[src/rtl/ebtwu_map.vh]
// Register map, field positions, reset values and timing constants of the timer.
// Assumes inclusion by the timer top module and its testbench; definitions only.
`ifndef EBTWU_MAP_VH
`define EBTWU_MAP_VH

`define EBTWU_OFF_CONTROL     12'h000
`define EBTWU_OFF_COUNT       12'h004
`define EBTWU_OFF_COMPARE     12'h008
`define EBTWU_OFF_FLAGS       12'h00c
`define EBTWU_OFF_PORT        12'h010
`define EBTWU_OFF_SERVICE     12'h014

`define EBTWU_BIT_FORCE       7
`define EBTWU_BIT_WGM_LO      6
`define EBTWU_BIT_COM_HI      5
`define EBTWU_BIT_COM_LO      4
`define EBTWU_BIT_WGM_HI      3
`define EBTWU_BIT_CS_HI       2

`define EBTWU_BIT_FLAG_MATCH  0
`define EBTWU_BIT_FLAG_OVF    1
`define EBTWU_BIT_PORT_DIR    0
`define EBTWU_BIT_PORT_DATA   1

`define EBTWU_RST_CONTROL     8'h00
`define EBTWU_RST_COUNT       8'h00
`define EBTWU_RST_COMPARE     8'h00

`define EBTWU_MODE_NORMAL     2'h0
`define EBTWU_MODE_PCPWM      2'h1
`define EBTWU_MODE_CTC        2'h2
`define EBTWU_MODE_FPWM       2'h3

`define EBTWU_MAX             8'hff
`define EBTWU_BOTTOM          8'h00

`define EBTWU_DIV8_LAST       10'h007
`define EBTWU_DIV64_LAST      10'h03f
`define EBTWU_DIV256_LAST     10'h0ff
`define EBTWU_DIV1024_LAST    10'h3ff

`endif

[src/rtl/ebtwu_timer.v]
// Eight-bit timer/counter with waveform unit and an APB register slave.
// Assumes one clock, synchronous active-high reset, APB master on the same clock.
//
// How it works
// - All logic runs on sys_clk; the timer tick is a one-cycle enable.
// - Force-compare acts only in normal or clear-on-match mode.
// - Force-compare updates the output pin at once using the output mode written with it.
// - Forced compare sets no flag and never clears the counter.
// - Force-compare bit always reads as zero.
// - Control bits 6 and 3 select normal, phase PWM, clear-on-match, fast PWM.
// - TOP is 0xff or compare; buffered compare in PWM; overflow at MAX/BOTTOM.
// - Nonzero output mode overrides port; driver enabled only by direction bit.
// - Non-PWM output mode: off, toggle, clear, set on match.
// - Fast PWM output mode: off, reserved, clear/set at TOP, set/clear at TOP.
// - Phase PWM: clear up-match set down-match, or the inverse.
// - PWM with compare at TOP and upper mode bit: match ignored, TOP acts.
// - Clock select 0 stops, 1 direct, 2..5 divide by 8, 64, 256, 1024.
// - Clock select 6 counts falling, 7 rising edges of the count pin.
// - Count pin edges clock the counter even when the pin drives out.
// - Counter register is readable and writable by software.
// - A counter write blocks the compare match on the next tick.
// - Match flag sets on match; cleared by service ack or writing one.
// - Overflow flag sets on overflow; cleared by service ack or writing one.
// - Count pin sampled every clock and edge detected; 2 to 3 clocks.
//
// Implementation choices: the APB slave port and the register offsets.
`timescale 1ns/1ps

module ebtwu_timer (
  input  wire        sys_clk,
  input  wire        sys_rst,
  input  wire        psel,
  input  wire        penable,
  input  wire        pwrite,
  input  wire [11:0] paddr,
  input  wire [31:0] pwdata,
  output reg  [31:0] prdata,
  output reg         pready,
  output reg         pslverr,
  input  wire        count_pin_in,
  output reg         compare_output_pin,
  output reg         compare_output_pin_oe_n,
  output reg         compare_match_flag,
  output reg         overflow_flag
);

`include "ebtwu_map.vh"

  reg  [7:0] timer_control;
  reg  [7:0] timer_count_value;
  reg  [7:0] compare_value;
  reg  [7:0] compare_buffer;
  reg        port_dir;
  reg        port_data;
  reg        wave;
  reg        count_down;
  reg        block_match;
  reg  [9:0] prescale;
  reg        pin_sync;
  reg        pin_sample;
  reg        pin_prev;

  wire [1:0] waveform_mode_bits;
  wire [1:0] compare_output_mode;
  wire [2:0] clock_select_bits;
  wire       is_pwm;
  wire       access;
  wire       wr;
  wire       wr_control;
  wire       wr_count;
  wire       wr_compare;
  wire       wr_flags;
  wire       wr_port;
  wire       wr_service;
  wire       force_now;
  wire [7:0] top_value;
  wire       at_top;
  wire       raw_match;
  wire       match;
  wire       ovf_event;
  wire       tick;
  wire       pin_rise;
  wire       pin_fall;
  wire       setup;
  wire       clr_match;
  wire       clr_ovf;
  wire       top_only;
  reg        next_wave;
  reg  [7:0] next_count;
  reg        next_down;

  // Bit 3 is the high mode bit, bit 6 the low one
  assign waveform_mode_bits  = {timer_control[`EBTWU_BIT_WGM_HI],
                                timer_control[`EBTWU_BIT_WGM_LO]};
  assign compare_output_mode = timer_control[`EBTWU_BIT_COM_HI:`EBTWU_BIT_COM_LO];
  assign clock_select_bits   = timer_control[`EBTWU_BIT_CS_HI:0];
  assign is_pwm              = waveform_mode_bits[0];

  // Full-address compare, so byte aliases of a register are refused
  function addr_hit;
    input [11:0] addr;
    input [11:0] off;
    begin
      addr_hit = (addr == off);
    end
  endfunction

  assign access     = psel && penable;
  assign setup      = psel && !penable;
  assign wr         = access && pwrite;
  assign wr_control = wr && addr_hit(paddr, `EBTWU_OFF_CONTROL);
  assign wr_count   = wr && addr_hit(paddr, `EBTWU_OFF_COUNT);
  assign wr_compare = wr && addr_hit(paddr, `EBTWU_OFF_COMPARE);
  assign wr_flags   = wr && addr_hit(paddr, `EBTWU_OFF_FLAGS);
  assign wr_port    = wr && addr_hit(paddr, `EBTWU_OFF_PORT);
  assign wr_service = wr && addr_hit(paddr, `EBTWU_OFF_SERVICE);

  // Service write stands in for the hardware clear on vector entry
  assign clr_match  = (wr_flags || wr_service) && pwdata[`EBTWU_BIT_FLAG_MATCH];
  assign clr_ovf    = (wr_flags || wr_service) && pwdata[`EBTWU_BIT_FLAG_OVF];

  // Strobe never stored; only acts in non-PWM modes
  assign force_now = wr_control && pwdata[`EBTWU_BIT_FORCE]
                     && !pwdata[`EBTWU_BIT_WGM_LO];

  // Prescaler free-runs, so the first prescaled tick may come early
  always @(posedge sys_clk) begin
    if (sys_rst) begin
      prescale <= 10'h000;
    end else begin
      prescale <= prescale + 10'h001;
    end
  end

  // Pin sampled every clock, then edge detected; the pin's direction is ignored
  always @(posedge sys_clk) begin
    if (sys_rst) begin
      pin_sync   <= 1'b0;
      pin_sample <= 1'b0;
      pin_prev   <= 1'b0;
    end else begin
      pin_sync   <= count_pin_in;
      pin_sample <= pin_sync;
      pin_prev   <= pin_sample;
    end
  end

  assign pin_rise = pin_sample && !pin_prev;
  assign pin_fall = !pin_sample && pin_prev;

  function tick_sel;
    input [2:0] cs;
    input [9:0] pre;
    input       rise;
    input       fall;
    begin
      case (cs)
        3'h0: tick_sel = 1'b0;
        3'h1: tick_sel = 1'b1;
        3'h2: tick_sel = ((pre & `EBTWU_DIV8_LAST) == `EBTWU_DIV8_LAST);
        3'h3: tick_sel = ((pre & `EBTWU_DIV64_LAST) == `EBTWU_DIV64_LAST);
        3'h4: tick_sel = ((pre & `EBTWU_DIV256_LAST) == `EBTWU_DIV256_LAST);
        3'h5: tick_sel = (pre == `EBTWU_DIV1024_LAST);
        3'h6: tick_sel = fall;
        default: tick_sel = rise;
      endcase
    end
  endfunction

  assign tick = tick_sel(clock_select_bits, prescale, pin_rise, pin_fall);

  // TOP is the compare value only in clear-on-match mode
  assign top_value = (waveform_mode_bits == `EBTWU_MODE_CTC) ? compare_value
                                                             : `EBTWU_MAX;
  assign at_top    = (timer_count_value == top_value);
  assign raw_match = (timer_count_value == compare_buffer) && !block_match;
  // In PWM a compare value equal to TOP with the upper mode bit set is ignored
  assign top_only  = is_pwm && compare_output_mode[1] && (compare_buffer == `EBTWU_MAX);
  assign match     = raw_match && !top_only;
  assign ovf_event = tick && ((waveform_mode_bits == `EBTWU_MODE_PCPWM)
                     ? (count_down && timer_count_value == 8'h01)
                     : (timer_count_value == `EBTWU_MAX));

  always @* begin
    next_count = timer_count_value;
    next_down  = count_down;
    case (waveform_mode_bits)
      `EBTWU_MODE_PCPWM: begin
        if (!count_down) begin
          if (timer_count_value == `EBTWU_MAX) begin
            next_down  = 1'b1;
            next_count = timer_count_value - 8'h01;
          end else begin
            next_count = timer_count_value + 8'h01;
          end
        end else begin
          if (timer_count_value == `EBTWU_BOTTOM) begin
            next_down  = 1'b0;
            next_count = timer_count_value + 8'h01;
          end else begin
            next_count = timer_count_value - 8'h01;
          end
        end
      end
      `EBTWU_MODE_CTC: begin
        next_down  = 1'b0;
        next_count = at_top ? `EBTWU_BOTTOM : timer_count_value + 8'h01;
      end
      default: begin
        next_down  = 1'b0;
        next_count = timer_count_value + 8'h01;
      end
    endcase
  end

  // Output action on a match in non-PWM modes, shared with the forced compare
  function com_action;
    input [1:0] mode;
    input       cur;
    begin
      case (mode)
        2'h1:    com_action = !cur;
        2'h2:    com_action = 1'b0;
        2'h3:    com_action = 1'b1;
        default: com_action = cur;
      endcase
    end
  endfunction

  always @* begin
    next_wave = wave;
    if (force_now) begin
      // Forced compare uses the output mode being written at the same time
      next_wave = com_action(pwdata[`EBTWU_BIT_COM_HI:`EBTWU_BIT_COM_LO], wave);
    end else if (tick) begin
      case (waveform_mode_bits)
        `EBTWU_MODE_FPWM: begin
          if (compare_output_mode[1] && at_top) begin
            next_wave = !compare_output_mode[0];
          end else if (compare_output_mode[1] && match) begin
            next_wave = compare_output_mode[0];
          end
        end
        `EBTWU_MODE_PCPWM: begin
          if (compare_output_mode[1] && match) begin
            next_wave = compare_output_mode[0] ^ count_down;
          end else if (top_only && timer_count_value == `EBTWU_MAX) begin
            next_wave = !compare_output_mode[0];
          end
        end
        default: begin
          if (match) begin
            next_wave = com_action(compare_output_mode, wave);
          end
        end
      endcase
    end
  end

  // Software-written registers; the strobe bit is never stored
  always @(posedge sys_clk) begin
    if (sys_rst) begin
      timer_control <= `EBTWU_RST_CONTROL;
      compare_value <= `EBTWU_RST_COMPARE;
      port_dir      <= 1'b0;
      port_data     <= 1'b0;
    end else begin
      if (wr_control) begin
        timer_control <= {1'b0, pwdata[6:0]};
      end
      if (wr_compare) begin
        compare_value <= pwdata[7:0];
      end
      if (wr_port) begin
        port_dir  <= pwdata[`EBTWU_BIT_PORT_DIR];
        port_data <= pwdata[`EBTWU_BIT_PORT_DATA];
      end
    end
  end

  // Non-PWM modes load at once; PWM waits for TOP to avoid glitched duty
  always @(posedge sys_clk) begin
    if (sys_rst) begin
      compare_buffer <= `EBTWU_RST_COMPARE;
    end else if (!is_pwm || (tick && at_top)) begin
      compare_buffer <= wr_compare ? pwdata[7:0] : compare_value;
    end
  end

  // Software write beats the tick on the same edge
  always @(posedge sys_clk) begin
    if (sys_rst) begin
      timer_count_value <= `EBTWU_RST_COUNT;
      count_down        <= 1'b0;
      block_match       <= 1'b0;
    end else if (wr_count) begin
      timer_count_value <= pwdata[7:0];
      block_match       <= 1'b1;
    end else if (tick) begin
      timer_count_value <= next_count;
      count_down        <= next_down;
      block_match       <= 1'b0;
    end
  end

  always @(posedge sys_clk) begin
    if (sys_rst) begin
      wave <= 1'b0;
    end else begin
      wave <= next_wave;
    end
  end

  // Set wins over clear; forced compare never sets the flag
  always @(posedge sys_clk) begin
    if (sys_rst) begin
      compare_match_flag <= 1'b0;
      overflow_flag      <= 1'b0;
    end else begin
      if (tick && raw_match) begin
        compare_match_flag <= 1'b1;
      end else if (clr_match) begin
        compare_match_flag <= 1'b0;
      end
      if (ovf_event) begin
        overflow_flag <= 1'b1;
      end else if (clr_ovf) begin
        overflow_flag <= 1'b0;
      end
    end
  end

  // Pin level and driver enable registered so outputs come from flip-flops
  always @(posedge sys_clk) begin
    if (sys_rst) begin
      compare_output_pin      <= 1'b0;
      compare_output_pin_oe_n <= 1'b1;
    end else begin
      compare_output_pin      <= (compare_output_mode != 2'h0) ? wave
                                                               : port_data;
      compare_output_pin_oe_n <= !port_dir;
    end
  end

  // Zero-wait slave: pready rises in the first access cycle
  always @(posedge sys_clk) begin
    if (sys_rst) begin
      prdata  <= 32'h00000000;
      pready  <= 1'b0;
      pslverr <= 1'b0;
    end else begin
      pready  <= setup;
      pslverr <= 1'b0;
      prdata  <= 32'h00000000;
      if (setup) begin
        case (paddr)
          `EBTWU_OFF_CONTROL: prdata <= {24'h000000, 1'b0, timer_control[6:0]};
          `EBTWU_OFF_COUNT:   prdata <= {24'h000000, timer_count_value};
          `EBTWU_OFF_COMPARE: prdata <= {24'h000000, compare_value};
          `EBTWU_OFF_FLAGS:   prdata <= {30'h00000000, overflow_flag, compare_match_flag};
          `EBTWU_OFF_PORT:    prdata <= {30'h00000000, port_data, port_dir};
          `EBTWU_OFF_SERVICE: prdata <= 32'h00000000;
          default:            pslverr <= 1'b1;
        endcase
      end
    end
  end

endmodule // ebtwu_timer

[config.mk]
export PLATFORM = sky130hd
export DESIGN_NAME = ebtwu_timer
export DESIGN_NICKNAME = d
export VERILOG_FILES = /design/src/rtl/ebtwu_timer.v
export VERILOG_INCLUDE_DIRS = /design/src /design/src/rtl
export SDC_FILE = /design/constraint.sdc
export NUM_CORES = 1
export LEC_CHECK = 0
export BUFFER_PORTS_ARGS = -buffer_cell sky130_fd_sc_hd__buf_2
export CAP_MARGIN = 20
export CORE_UTILIZATION = 50
export DETAILED_ROUTE_END_ITERATION = 8
export GPL_ROUTABILITY_DRIVEN = 0
export GPL_TIMING_DRIVEN = 0
export HOLD_SLACK_MARGIN = 0.1
export PLACE_DENSITY = 0.75
export SLEW_MARGIN = 15
export SYNTH_ARGS = -nofsm -noshare
export SYNTH_HDL_FRONTEND = slang
export SYNTH_SLANG_ARGS = --single-unit
[constraint.sdc]
create_clock -name sys_clk -period 3.8 [get_ports sys_clk]
set_clock_uncertainty 0.05 [all_clocks]
set_input_delay 0.38 -clock sys_clk [delete_from_list [all_inputs] [get_ports sys_clk]]
set_output_delay 0.38 -clock sys_clk [all_outputs]
set_load 0.01 [all_outputs]
* Word-level counts from Yosys, hierarchy flattened
Cells that the tools add are included.
** Cells by class
- $add $sub $neg :: 3
- Equal/unequal tests :: 32
- Muxes and demuxes :: 34
- Bitwise logic cells :: 3
- Reduce and logical (&&, ||, !) cells :: 52
** Operator list (count)
- $mux 8 :: 8
- $pmux 8 s5 :: 1
- $logic_and 1x1->1 :: 26
- $eq 12x4->1 const B :: 2
- $eq 12x5->1 const B :: 2
- $eq 8x8->1 const B :: 3
- $mux 1 :: 20
- $eq 8x8->1 :: 2
- $pmux 8 s2 :: 1
- $eq 12x3->1 const B :: 1
- $eq 2x2->1 const B :: 6
- $eq 3x3->1 const B :: 4
- $logic_not 12->1 :: 1
- $add 10x1->10 const B :: 1
- $eq 10x10->1 const B :: 1
- $logic_not 1->1 :: 10
- $reduce_bool 2->1 :: 5
- $add 8x1->8 const B :: 1
- $eq 8x1->1 const B :: 1
- $logic_not 8->1 :: 1
- $sub 8x1->8 const B :: 1
- $pmux 1 s7 :: 1
- $eq 2x1->1 const B :: 3
- $eq 3x2->1 const B :: 2
- other kinds (17) :: 20
** Storage, ports and cells
- Flip-flop bits (word level) :: 87
- Output and inout bits :: 38
- Word-level logic and storage cells :: 144

* Depth between registers and ports, before layout
- Word-level depth :: 10
- Depth in mapped cells :: 10

* Worst setup path after synthesis
OpenSTA, ideal clock, no wires.
- Kind :: register to register
- From :: register timer_control[6]
- To :: register wave
- Library setup time :: 0.096 ns
- Arrival :: 2.362 ns
- Required time :: 3.654 ns
- Slack :: 1.293 ns
- Stages on the path, launching flop included :: 11
- Buffers on the path :: 1
- Period minus slack after synthesis :: 2.507 ns
- Cell sequence :: dfxtp_1 -> inv_1 -> ha_1 -> buf_2 -> a21bo_2 -> nand3_1 -> a32o_1 -> or4_1 -> a21boi_0 -> a211oi_1 -> o41ai_2
** On the way
- Longest elaborated chain between the ends :: 9
- Elaborated cells on any way between the ends :: 22
- Those cells by class :: eq/ne: 6; mux: 6; reduce/logical: 10
** RTL lines
- from (decl) :: RTL line ebtwu_timer.v:49 : reg [7:0] timer_control;
- from (signal assigned) :: RTL line ebtwu_timer.v:263 : timer_control <= `EBTWU_RST_CONTROL;
- from (signal assigned) :: RTL line ebtwu_timer.v:269 : timer_control <= {1'b0, pwdata[6:0]};
- branches (longest 9 deep; another with $mux 8)
- to (signal assigned) :: RTL line ebtwu_timer.v:310 : wave <= next_wave;
- to (decl) :: RTL line ebtwu_timer.v:55 : reg wave;
Several ways; the timed one is not identified. The select of a mux whose other input is x is not followed.
A chain may end at the register's enable or synchronous reset.

* Final worst setup path
Same ends and word-level chain as after synthesis.

==> results.yml <==
logic_synthesis:
  synth_area_per_cell_um2: 8.24
  synth_top_area_share_pct: 32.8
  syn_area_mm2: 0.00384
  yosysWarningCount: 0
  synth_top_cell_by_area: "dfxtp_1"
  async_flop_share_pct: 0
  ys_types: 77
  synth_flop_cell: "dfxtp_1"
  synth_edf_count: 0
  yosys-top-cells-area: "dfxtp_1 (33%), nor2_1 (6.6%), buf_4 (4.9%), mux2i_1 (4.4%), ha_1 (3.3%)"
  syn-instance-count: 466
  ys_seq_area_share_pct: 32.8
  ys_ff_latch: 63
critical_path:
  start_kind: "flip-flop"
  reg2reg_depth: 10
  critPathKind: "flip-flop to flip-flop"
  r2r-start: "timer_control[6]$_SDFFE_PP0N_"
  rr_endpoint: "wave$_SDFFE_PP0P_"
  worst_path_max_delay_cell: "dfxtp_1"
  cp_max_fo: 10
  crit_family: "compound AO/OA/AOI/OAI gates"
  crit_path_end_kind: "flip-flop"
  cp.required_ps: 4010
  cp.buffers_inverters: 2
  path_cells: "inv_1 -> ha_1 -> buf_2 -> a21bo_2 -> nand3_1 -> a32o_1 -> or4_1 -> a21boi_0 -> a211oi_1 -> o41ai_2"
  crit_arrival_ps: 3170
  reg2reg_slack_ps: 840
  critPathMaxStageDelay_ps: 560
clocking:
  holdBufCountCts: 0
  htreeDepth: 3
  cts_made_buffers: 9
  cts_tree: "built"
  cts.path.max_buffers: 2
  cts_root_buf: "clkbuf_8"
  cts_setup_buffers: 0
  cts.repair.resized: 0
  clock-sinks: 63
  clkTransAtPathRegs_ps: 80
  clock_latency_ps: 360
routing:
  routed-via-count: 3723
  drt_iter0_markers: 378
  first_pass_iters: 6
  wl_per_cell_um: 16.3
  final_antenna_net_count: 0
  drcViolationCount: 0
  viasPerCell: 5.81
  wirelength_mm: 10.5
pwr:
  p_switching_uw: 370
  clockPowerShare_pct: 40.2
  internal_power_uw: 977
  p_comb_share_pct: 9.9
  seqPwrFrac_pct: 50.0
  power.leakage_uw: 0.00178
  swShare_pct: 27.5
  p_per_area_mw_per_mm2: 305
  max-vdd-ir-drop_mv: 0.201
min_path:
  min_to: "pin_sync$_SDFF_PP0_"
  hold_path_class: "input pin to flip-flop"
  hp-start: "count_pin_in"
  holdPathStages: 2
cells_and_area:
  syn_to_final_growth_pct: 15.0
  layout_common_cells: "nor2_1 (68), dfxtp_1 (63), buf_2 (48)"
  final_common_cell: "nor2_1"
  insertedDiodeCount: 0
  regArea_mm2: 0.00126
  drive_gt1_share_pct: 20.8
  nNetsFinal: 597
  stdcell_area_mm2: 0.00442
  fillers: 657
  multiInputGateArea_mm2: 0.00232
global_routing:
  grt_pass1_wl_mm: 16.8
  grt_pass1_vias: 3423
  track_usage_pct: 27.9
  grt_start_max_net_pins: 13
  antenna_found_initial: 0
  grt.overflow.total: 0
timing:
  setup-tns-final_ps: 0
  fin_crit_ps: 2960
  rsz0062_at_grt: "no"
  hold_viol: 0
  setup_viol: 0
  relSlewSlack_pct: 26.3
  finalCritPeriodShare_pct: 77.8
  tightest_slew_ps: 1100
  drv_slew: 0
  fmax_mhz: 338
  whs_ps: 188
floorplan:
  dieArea_mm2: 0.00803
  rows: 31
  core_area_mm2: 0.00733
  io_pins: 88
  start_util_pct: 52.4
  fp.dieW_um: 89.6
  chipHeight_um: 89.6
placed_design:
  placed_area_mm2: 0.00424
  dpl.hpwl_mm: 7.65
  io_buffer_count: 37
run:
  drv_cap: 0
run_status:
  status: "completed"
-- how the worst max path moves through the flow --
stage	start	to	slack, ps	cells past startpoint
finish	timer_control[6]$_SDFFE_PP0N_	wave$_SDFFE_PP0P_	840	10
global placement	timer_control[6]$_SDFFE_PP0N_	wave$_SDFFE_PP0P_	1010	10
floorplan	timer_control[6]$_SDFFE_PP0N_	wave$_SDFFE_PP0P_	1290	10
CTS	timer_control[6]$_SDFFE_PP0N_	wave$_SDFFE_PP0P_	940	10
global route	timer_control[6]$_SDFFE_PP0N_	wave$_SDFFE_PP0P_	790	10
detailed placement	timer_control[6]$_SDFFE_PP0N_	wave$_SDFFE_PP0P_	970	10
-- power groups by stage --
stage | clock [uW] | sequential, uW | combinational, uW
2_1_floorplan | 0 | 688 | 86.2
4_1_cts | 546 | 674 | 130
6_report | 541 | 674 | 133
3_3_place_gp | 0 | 688 | 126
3_5_place_dp | 0 | 689 | 129
5_1_grt | 577 | 674 | 145
-- synth_stat cells, types with 6 or more instances --
| library cell | n |
|---|---|
| nand2_1 | 31 |
| xnor2_1 | 12 |
| buf_4 | 25 |
| a22oi_1 | 7 |
| a31oi_1 | 10 |
| ha_1 | 10 |
| nor3_1 | 12 |
| clkbuf_1 | 14 |
| nor2b_1 | 8 |
| nor2_1 | 68 |
| inv_1 | 12 |
| mux2i_1 | 17 |
| o21ai_0 | 21 |
| nand3_1 | 14 |
| buf_2 | 11 |
| nand4_1 | 6 |
| a21oi_1 | 20 |
| dfxtp_1 | 63 |
| a211oi_1 | 10 |
| xor2_1 | 8 |
-- flip-flops by register name, indices dropped and copies added, names as in the netlist --
register / cells
block_match: 1
compare_buffer: 8
compare_match_flag: 1
compare_output_pin: 1
compare_output_pin_oe_n: 1
compare_value: 8
count_down: 1
overflow_flag: 1
pin_prev: 1
pin_sample: 1
pin_sync: 1
port_data: 1
port_dir: 1
prdata: 8
pready: 1
prescale: 10
pslverr: 1
timer_control: 7
timer_count_value: 8
wave: 1
-- worst register-to-register path, cell delays in order, from the launching register on --
cell	delay, ps
dfxtp_1	560
inv_1	80
ha_1	220
buf_2	190
a21bo_2	210
nand3_1	80
a32o_1	370
or4_1	480
a21boi_0	230
a211oi_1	100
o41ai_2	300
-- kinds of logic after synthesis --
kind of cell	after synthesis	share of synthesized area, %
other	1	0.0977
buffers and inverters	62	8.86
multiplexers	19	5.02
XOR/XNOR	20	4.56
AND/OR/NAND/NOR	185	25.7
AO/OA/AOI/OAI	106	19.6
adder cells (fa/ha/maj)	10	3.26
flip-flops	63	32.8
-- area by class of cell --
type                    instances  share of cell area [%]
plain buffers                  50                    6.69
clock buffers                  10                    3.12
clock inverters                 6                   0.992
inverters                      12                    1.02
multi-input cells             364                    52.6
flip-flops and latches         63                    28.6
well taps                      99                    2.80
repair buffers                 37                    4.19
-- routing by layer --
metal | global-route usage, % | wire (um)
met5 | 0 | 0
met4 | 13.9 | 407
met3 | 7.50 | 1040
met2 | 44.8 | 4820
met1 | 34.6 | 4200
-- metrics by stage --
stage	cells	setup WS (ps)	total power [uW]	utilization, %
after detailed placement	625	965	818	57.8
final	641	845	1350	60.2
after global routing	641	790	1400	60.2
after floorplan	489	1290	774	-
after global placement	625	1010	814	57.8
after CTS	641	938	1350	60.2
No activity file was read; power rests on OpenSTA's default activity.
